==> src/hw/rtc_pkg.sv <==
package rtc_pkg;
  localparam logic [7:0] RTC_ADDR_RESTART = 8'h04;
  localparam logic [7:0] RTC_ADDR_SEC = 8'h08;
  localparam logic [7:0] RTC_ADDR_MIN = 8'h09;
  localparam logic [7:0] RTC_ADDR_HOUR = 8'h0A;
  localparam logic [7:0] RTC_ADDR_DAY = 8'h0B;
  localparam logic [7:0] RTC_ADDR_WDAY = 8'h0C;
  localparam logic [7:0] RTC_ADDR_MONTH = 8'h0D;
  localparam logic [7:0] RTC_ADDR_YEAR = 8'h0E;
  localparam int RTC_RESTART_BIT = 4;
  localparam int RTC_HOUR_MODE_BIT = 6;
  localparam int RTC_HOUR_PM_BIT = 5;
  localparam logic [7:0] RTC_MASK_SEC = 8'h7F;
  localparam logic [7:0] RTC_MASK_MIN = 8'h7F;
  localparam logic [7:0] RTC_MASK_HOUR = 8'h7F;
  localparam logic [7:0] RTC_MASK_DAY = 8'h3F;
  localparam logic [7:0] RTC_MASK_WDAY = 8'h07;
  localparam logic [7:0] RTC_MASK_MONTH = 8'h1F;
  localparam logic [7:0] RTC_MASK_YEAR = 8'h7F;
  localparam logic [7:0] RTC_RST_SEC = 8'h00;
  localparam logic [7:0] RTC_RST_MIN = 8'h00;
  localparam logic [7:0] RTC_RST_HOUR = 8'h00;
  localparam logic [7:0] RTC_RST_DAY = 8'h01;
  localparam logic [7:0] RTC_RST_WDAY = 8'h01;
  localparam logic [7:0] RTC_RST_MONTH = 8'h01;
  localparam logic [7:0] RTC_RST_YEAR = 8'h00;
  localparam logic [7:0] RTC_MAX_SEC = 8'h59;
  localparam logic [7:0] RTC_MAX_HOUR24 = 8'h23;
  localparam logic [7:0] RTC_HOUR12_ELEVEN = 8'h11;
  localparam logic [7:0] RTC_HOUR12_TWELVE = 8'h12;
  localparam logic [7:0] RTC_MAX_WDAY = 8'h07;
  localparam logic [7:0] RTC_MAX_MONTH = 8'h12;
  localparam logic [7:0] RTC_MAX_YEAR = 8'h79;
  localparam logic [7:0] RTC_FEB = 8'h02;
endpackage

==> src/hw/rtc_time_regs.sv <==
module rtc_time_regs (
  input wire logic clk,
  input wire logic resetn,
  input wire logic second_tick,
  input wire logic [7:0] reg_addr,
  input wire logic [7:0] reg_wdata,
  input wire logic reg_wr,
  input wire logic reg_rd,
  output logic [7:0] reg_rdata,
  output logic restart_occurred_flag
);
  import rtc_pkg::*;

  // BCD increment with wrap to a given low value
  function automatic logic [7:0] bcd_inc(input logic [7:0] v, input logic [7:0] max, input logic [7:0] low);
    logic [7:0] r;
    r = v;
    if (v == max) begin
      r = low;
    end else if (v[3:0] == 4'h9) begin
      r = {v[7:4] + 4'h1, 4'h0};
    end else begin
      r = {v[7:4], v[3:0] + 4'h1};
    end
    return r;
  endfunction

  // Last day of a BCD month, February by leap year
  function automatic logic [7:0] month_last(input logic [7:0] mon, input logic leap);
    logic [7:0] r;
    r = 8'h31;
    case (mon)
      8'h04, 8'h06, 8'h09, 8'h11: r = 8'h30;
      RTC_FEB: r = leap ? 8'h29 : 8'h28;
      default: r = 8'h31;
    endcase
    return r;
  endfunction

  logic [7:0] sec_ff;
  logic [7:0] min_ff;
  logic [7:0] hour_ff;
  logic [7:0] day_ff;
  logic [7:0] wday_ff;
  logic [7:0] month_ff;
  logic [7:0] year_ff;
  logic [7:0] nxt_sec;
  logic [7:0] nxt_min;
  logic [7:0] nxt_hour;
  logic [7:0] nxt_day;
  logic [7:0] nxt_wday;
  logic [7:0] nxt_month;
  logic [7:0] nxt_year;
  logic [7:0] reg_rdata_ff;
  logic [7:0] nxt_rdata;
  logic restart_flag_ff;
  logic nxt_restart_flag;

  wire wr_restart = reg_wr && (reg_addr == RTC_ADDR_RESTART);
  wire soft_restart_request = wr_restart && reg_wdata[RTC_RESTART_BIT];
  wire wr_sec = reg_wr && (reg_addr == RTC_ADDR_SEC);
  wire wr_min = reg_wr && (reg_addr == RTC_ADDR_MIN);
  wire wr_hour = reg_wr && (reg_addr == RTC_ADDR_HOUR);
  wire wr_day = reg_wr && (reg_addr == RTC_ADDR_DAY);
  wire wr_wday = reg_wr && (reg_addr == RTC_ADDR_WDAY);
  wire wr_month = reg_wr && (reg_addr == RTC_ADDR_MONTH);
  wire wr_year = reg_wr && (reg_addr == RTC_ADDR_YEAR);

  // Leap year: BCD year divisible by 4, year 00 included
  wire leap_year = year_ff[4] ? (year_ff[3:0] == 4'h2 || year_ff[3:0] == 4'h6)
                              : (year_ff[3:0] == 4'h0 || year_ff[3:0] == 4'h4 || year_ff[3:0] == 4'h8);
  wire [7:0] day_last = month_last(month_ff, leap_year);

  // Carry chain on each second tick
  wire sec_wrap = (sec_ff == RTC_MAX_SEC);
  wire min_wrap = (min_ff == RTC_MAX_SEC);
  wire mode12 = hour_ff[RTC_HOUR_MODE_BIT];
  wire pm_or_tens_of_hours = hour_ff[RTC_HOUR_PM_BIT];
  wire [7:0] hour12 = {3'b000, hour_ff[4:0]};
  wire [7:0] hour24 = {2'b00, hour_ff[5:0]};
  wire hour_wrap = mode12 ? (hour12 == RTC_HOUR12_ELEVEN && pm_or_tens_of_hours) : (hour24 == RTC_MAX_HOUR24);
  wire day_wrap = (day_ff == day_last);
  wire month_wrap = (month_ff == RTC_MAX_MONTH);

  wire step_sec = second_tick;
  wire step_min = step_sec && sec_wrap;
  wire step_hour = step_min && min_wrap;
  wire step_day = step_hour && hour_wrap;
  wire step_month = step_day && day_wrap;
  wire step_year = step_month && month_wrap;

  wire [7:0] hour12_inc = bcd_inc(hour12, RTC_HOUR12_TWELVE, 8'h01);
  wire [7:0] hour24_inc = bcd_inc(hour24, RTC_MAX_HOUR24, 8'h00);

  logic [7:0] hour_tick;
  always_comb begin
    hour_tick = hour_ff;
    if (mode12) begin
      if (hour12 == RTC_HOUR12_ELEVEN) begin
        hour_tick = {1'b0, 1'b1, ~pm_or_tens_of_hours, RTC_HOUR12_TWELVE[4:0]};
      end else if (hour12 == RTC_HOUR12_TWELVE) begin
        hour_tick = {1'b0, 1'b1, pm_or_tens_of_hours, 5'h01};
      end else begin
        hour_tick = {1'b0, 1'b1, pm_or_tens_of_hours, hour12_inc[4:0]};
      end
    end else begin
      hour_tick = {2'b00, hour24_inc[5:0]};
    end
  end

  // Soft restart wins over a host write, a host write wins over the tick
  assign nxt_sec = soft_restart_request ? RTC_RST_SEC
                 : wr_sec ? (reg_wdata & RTC_MASK_SEC)
                 : step_sec ? bcd_inc(sec_ff, RTC_MAX_SEC, 8'h00) : sec_ff;
  assign nxt_min = soft_restart_request ? RTC_RST_MIN
                 : wr_min ? (reg_wdata & RTC_MASK_MIN)
                 : step_min ? bcd_inc(min_ff, RTC_MAX_SEC, 8'h00) : min_ff;
  assign nxt_hour = soft_restart_request ? RTC_RST_HOUR
                  : wr_hour ? (reg_wdata & RTC_MASK_HOUR)
                  : step_hour ? hour_tick : hour_ff;
  assign nxt_day = soft_restart_request ? RTC_RST_DAY
                 : wr_day ? (reg_wdata & RTC_MASK_DAY)
                 : step_day ? bcd_inc(day_ff, day_last, 8'h01) : day_ff;
  assign nxt_wday = soft_restart_request ? RTC_RST_WDAY
                  : wr_wday ? (reg_wdata & RTC_MASK_WDAY)
                  : step_day ? bcd_inc(wday_ff, RTC_MAX_WDAY, 8'h01) : wday_ff;
  assign nxt_month = soft_restart_request ? RTC_RST_MONTH
                   : wr_month ? (reg_wdata & RTC_MASK_MONTH)
                   : step_month ? bcd_inc(month_ff, RTC_MAX_MONTH, 8'h01) : month_ff;
  assign nxt_year = soft_restart_request ? RTC_RST_YEAR
                  : wr_year ? (reg_wdata & RTC_MASK_YEAR)
                  : step_year ? bcd_inc(year_ff, RTC_MAX_YEAR, 8'h00) : year_ff;
  assign nxt_restart_flag = restart_flag_ff | soft_restart_request;

  // Read mux, unused bits and addresses read 0
  always_comb begin
    nxt_rdata = reg_rdata_ff;
    if (reg_rd) begin
      unique case (reg_addr)
        RTC_ADDR_RESTART: nxt_rdata = 8'h00;
        RTC_ADDR_SEC: nxt_rdata = sec_ff & RTC_MASK_SEC;
        RTC_ADDR_MIN: nxt_rdata = min_ff & RTC_MASK_MIN;
        RTC_ADDR_HOUR: nxt_rdata = hour_ff & RTC_MASK_HOUR;
        RTC_ADDR_DAY: nxt_rdata = day_ff & RTC_MASK_DAY;
        RTC_ADDR_WDAY: nxt_rdata = wday_ff & RTC_MASK_WDAY;
        RTC_ADDR_MONTH: nxt_rdata = month_ff & RTC_MASK_MONTH;
        RTC_ADDR_YEAR: nxt_rdata = year_ff & RTC_MASK_YEAR;
        default: nxt_rdata = 8'h00;
      endcase
    end
  end

  // Time registers, one short bank per field
  always_ff @(posedge clk or negedge resetn) begin
    if (!resetn) begin
      sec_ff <= RTC_RST_SEC;
    end else begin
      sec_ff <= nxt_sec;
    end
  end

  always_ff @(posedge clk or negedge resetn) begin
    if (!resetn) begin
      min_ff <= RTC_RST_MIN;
    end else begin
      min_ff <= nxt_min;
    end
  end

  always_ff @(posedge clk or negedge resetn) begin
    if (!resetn) begin
      hour_ff <= RTC_RST_HOUR;
    end else begin
      hour_ff <= nxt_hour;
    end
  end

  always_ff @(posedge clk or negedge resetn) begin
    if (!resetn) begin
      day_ff <= RTC_RST_DAY;
    end else begin
      day_ff <= nxt_day;
    end
  end

  always_ff @(posedge clk or negedge resetn) begin
    if (!resetn) begin
      wday_ff <= RTC_RST_WDAY;
    end else begin
      wday_ff <= nxt_wday;
    end
  end

  always_ff @(posedge clk or negedge resetn) begin
    if (!resetn) begin
      month_ff <= RTC_RST_MONTH;
    end else begin
      month_ff <= nxt_month;
    end
  end

  always_ff @(posedge clk or negedge resetn) begin
    if (!resetn) begin
      year_ff <= RTC_RST_YEAR;
    end else begin
      year_ff <= nxt_year;
    end
  end

  always_ff @(posedge clk or negedge resetn) begin
    if (!resetn) begin
      reg_rdata_ff <= 8'h00;
    end else begin
      reg_rdata_ff <= nxt_rdata;
    end
  end

  always_ff @(posedge clk or negedge resetn) begin
    if (!resetn) begin
      restart_flag_ff <= 1'b0;
    end else begin
      restart_flag_ff <= nxt_restart_flag;
    end
  end

  assign reg_rdata = reg_rdata_ff;
  assign restart_occurred_flag = restart_flag_ff;
endmodule

==> config.mk <==
export PLATFORM = sky130hd
export DESIGN_NAME = rtc_time_regs
export DESIGN_NICKNAME = d
export VERILOG_FILES = /design/src/hw/rtc_pkg.sv /design/src/hw/rtc_time_regs.sv
export SDC_FILE = /design/constraint.sdc
export NUM_CORES = 1
export LEC_CHECK = 0
export BUFFER_PORTS_ARGS = -buffer_cell sky130_fd_sc_hd__buf_2
export CORE_MARGIN = 2
export CORE_UTILIZATION = 56
export CTS_CLUSTER_DIAMETER = 150
export DETAILED_ROUTE_END_ITERATION = 10
export GPL_TIMING_DRIVEN = 0
export PLACE_DENSITY = 0.74
export SYNTH_ARGS = -nofsm -noshare
export SYNTH_HDL_FRONTEND = slang
export SYNTH_SLANG_ARGS = --single-unit
==> constraint.sdc <==
create_clock -name clk -period 2.2 [get_ports clk]
set_input_delay 0.33 -clock clk [delete_from_list [all_inputs] [get_ports clk]]
set_output_delay 0.33 -clock clk [all_outputs]
set_load 0.1 [all_outputs]
==> qor.yml <==
status: "complete, but fails checks"
violations: "negative setup slack"
hpwl_microns: 10100
synth.avg_cell_area_sq_um: 8.18
final_layout_size_suffix_gt1_share_pct: 24.8
mostFrequentLayoutCells: "nand2_1 (60), dfrtp_1 (53), a21oi_1 (46)"
worstMarginPinSlew_ns: 0.851
multi_input_area_sq_um: 3430
cts_tree: "built"
drtIter0Drc: 397
top_layer: "met4"
finalNetCount: 705
crit_chain: "buf_6 > nor3b_4 > nand4_1 > o2bb2ai_2 > a21oi_4 > o211ai_4 > or4_4 > a211oi_2"
period_share_pct: 113
syn_inst: 593
layout_min_cycle_time_ns: 2.49
synth_enable_flop_cells: 0
cts_root_buf: "clkbuf_8"
r2r_cells: 8
antenna_found_initial: 0
cts_sinks: 63
fp.dieW_microns: 97.0
rsz0062_at_grt: "yes"
via_per_inst: 6.50
rows: 33
crit_type: "flop to flop"
clk_pin_slew_ns: 0.08
ant_nets: 0
utilization_pct: 73.4
layout_commonest_cell: "nand2_1"
grt_pass1_wl_microns: 24100
via_count: 5031
critical_path_arrival_ns: 2.78
setup.worst_path.end_class: "flop"
synth_nets: 634
max_cap_violations: 0
core-area_sq_um: 8300
hold_buffers: 0
place.gp.congestion: 0.937
dp_slack_ns: -0.805
grt-ovfl-total: 0
cp-start-kind: "flop"
dieHeight_microns: 97.0
grt_max_degree: 64
final-max-slew-violation-count: 0
ys_types: 74
drt-met1-wl_microns: 6470
numPortBuffers: 23
clock.fmax_ghz: 0.401
setup_viol: 22
setup_tns_ns: -3.56
dr_wl_met3_microns: 884
pwr_density_cell_nw_per_um2: 580
p_leak_uw: 0.00258
worst_slack_ns: -0.295
critPathSlowestCell: "or4_4"
relSlewSlack_pct: 43.3
cts_made_buffers: 9
dr.pass1.iters: 5
htreeDepth: 3
fillCellCount: 612
rr_startpoint: "month_ff[3]"
areaGrowthSynthToFinish_pct: 25.6
die_area_sq_um: 9420
yosys_most_used_dff: "dfrtp_1"
cp-startpoint: "month_ff[3]"
hold_class: "input port to asynchronous set/reset pin"
worstPathRequired_ns: 2.48
wire_per_inst_microns: 20.1
path_max_fanout: 8
finClkSkew_ns: 0.0140
dr_wl_met2_microns: 7660
endpoint: "month_ff[7]"
yosys_warnings: 0
cts.path.max_buffers: 2
hold_violations: 0
io-pin-count: 30
clk_latency_ns: 0.36
seqCellArea_sq_um: 1590
drcViolationCount: 0
syn_area_sq_um: 4850
grt_usage_pct: 31.9
irDropWorstVdd_mv: 0.459
routed_wl_microns: 15600
synth_seq_cells: 63
start_util_pct: 58.4
yosysSeqAreaShare_pct: 32.6
rrSetupSlack_ns: -0.29
slowest_delay_ns: 0.43
diodes: 0
postSynth.asyncResetShare_pct: 100
timing.rr.end: "month_ff[7]"
grt_pass1_vias: 4746
-- final cells by class --
class	instances	share of cell area, %
clock buffers	11	2.32
multi-input cells	470	56.3
flip-flops and latches	63	26.1
repair buffers	63	7.85
plain buffers	25	2.36
clock inverters	5	0.945
inverters	32	1.97
well taps	105	2.16
-- power by group --
group	internal (uW)	leakage [uW]	total, uW	switching (uW)
clock	555	0.000103	1050	494
combinational	469	0.00166	1050	576
sequential	1270	0.000812	1440	169
total	2290	0.00258	3530	1240
-- what timing repair did --
item,4_1_cts,5_1_grt
setup endpoints to repair,54,43
resized for setup,54,49
pin swaps,10,20
buffers inserted,25,15
cloned,0,1
-- critical path, delay by kind of cell (launching register included) --
kind / cells / cell delay, ns
buffers and inverters: 1 / 0.15
AND/OR/NAND/NOR: 3 / 0.98
AO/OA/AOI/OAI: 4 / 0.91
flip-flops: 1 / 0.38
-- Yosys cell counts, types with 6 or more instances --
master    number  area share [%]
nor2b_1        9             1.2
and2_1         8             1.0
ha_1          20             5.2
o211ai_1       6            0.93
dfrtp_1       60              31
o21ai_0       46             4.7
a22o_1         6             1.1
mux2i_1       18             3.7
a211oi_1      16             2.5
clkbuf_1      16             1.2
inv_1         32             2.5
nand3_1       26             2.7
nor2_1        43             3.3
a21oi_1       50             5.2
nor3b_1        6            0.93
o22ai_1       10             1.3
nor3_1        24             2.5
nand2_1       63             4.9
nand2b_1       8             1.0
-- routing by layer --
| layer | GRT usage (%) | vias to the layer above |
|---|---|---|
| met5 | 0 | - |
| met4 | 15.0 | 0 |
| met3 | 3.61 | 47 |
| met2 | 52.9 | 202 |
| met1 | 41.8 | 2441 |
| li1 | - | 2341 |
-- registers in the layout, indices dropped and copies added (netlist names) --
register               count
reg_rdata                  7
min_ff                     8
day_ff                     8
hour_ff                    7
restart_occurred_flag      1
wday_ff                    8
month_ff                   8
sec_ff                     8
year_ff                    8
-- through the flow --
stage                     hold WS [ns]  cell area [sq um]  instances  total power, uW
final                           0.0535               6090        774             3530
after global routing             0.133               6090        774             3690
after CTS                       0.0988               5780        760             3370
after detailed placement         0.451               5140        721             2190
after global placement           0.447               5140        721             2160
after floorplan                 0.0344               4890        593             1950
-- cells by family (layout without fill, tap and decap cells) --
kind of cell	after synthesis	after routing	share of synthesized area [%]
compound gates	181	181	24.4
xor+xnor	8	8	1.45
fa+ha+maj	20	20	5.16
buf+inv	60	136	5.14
flops	63	63	32.6
mux	20	20	4.23
other cells	1	1	0.0773
simple gates	240	240	27.0
-- worst min-delay path by stage --
stage / startpoint / to / slack [ns] / cells after the start
4_1_cts: resetn / month_ff[6] / 0.1 / 1
6_report: resetn / month_ff[5] / 0.05 / 1
3_5_place_dp: restart_occurred_flag / restart_occurred_flag / 0.45 / 1
5_1_grt: resetn / month_ff[5] / 0.13 / 1
2_1_floorplan: resetn / day_ff[1] / 0.03 / 0
3_3_place_gp: restart_occurred_flag / restart_occurred_flag / 0.45 / 1
Note: power is estimated with default switching activity, not from simulation.
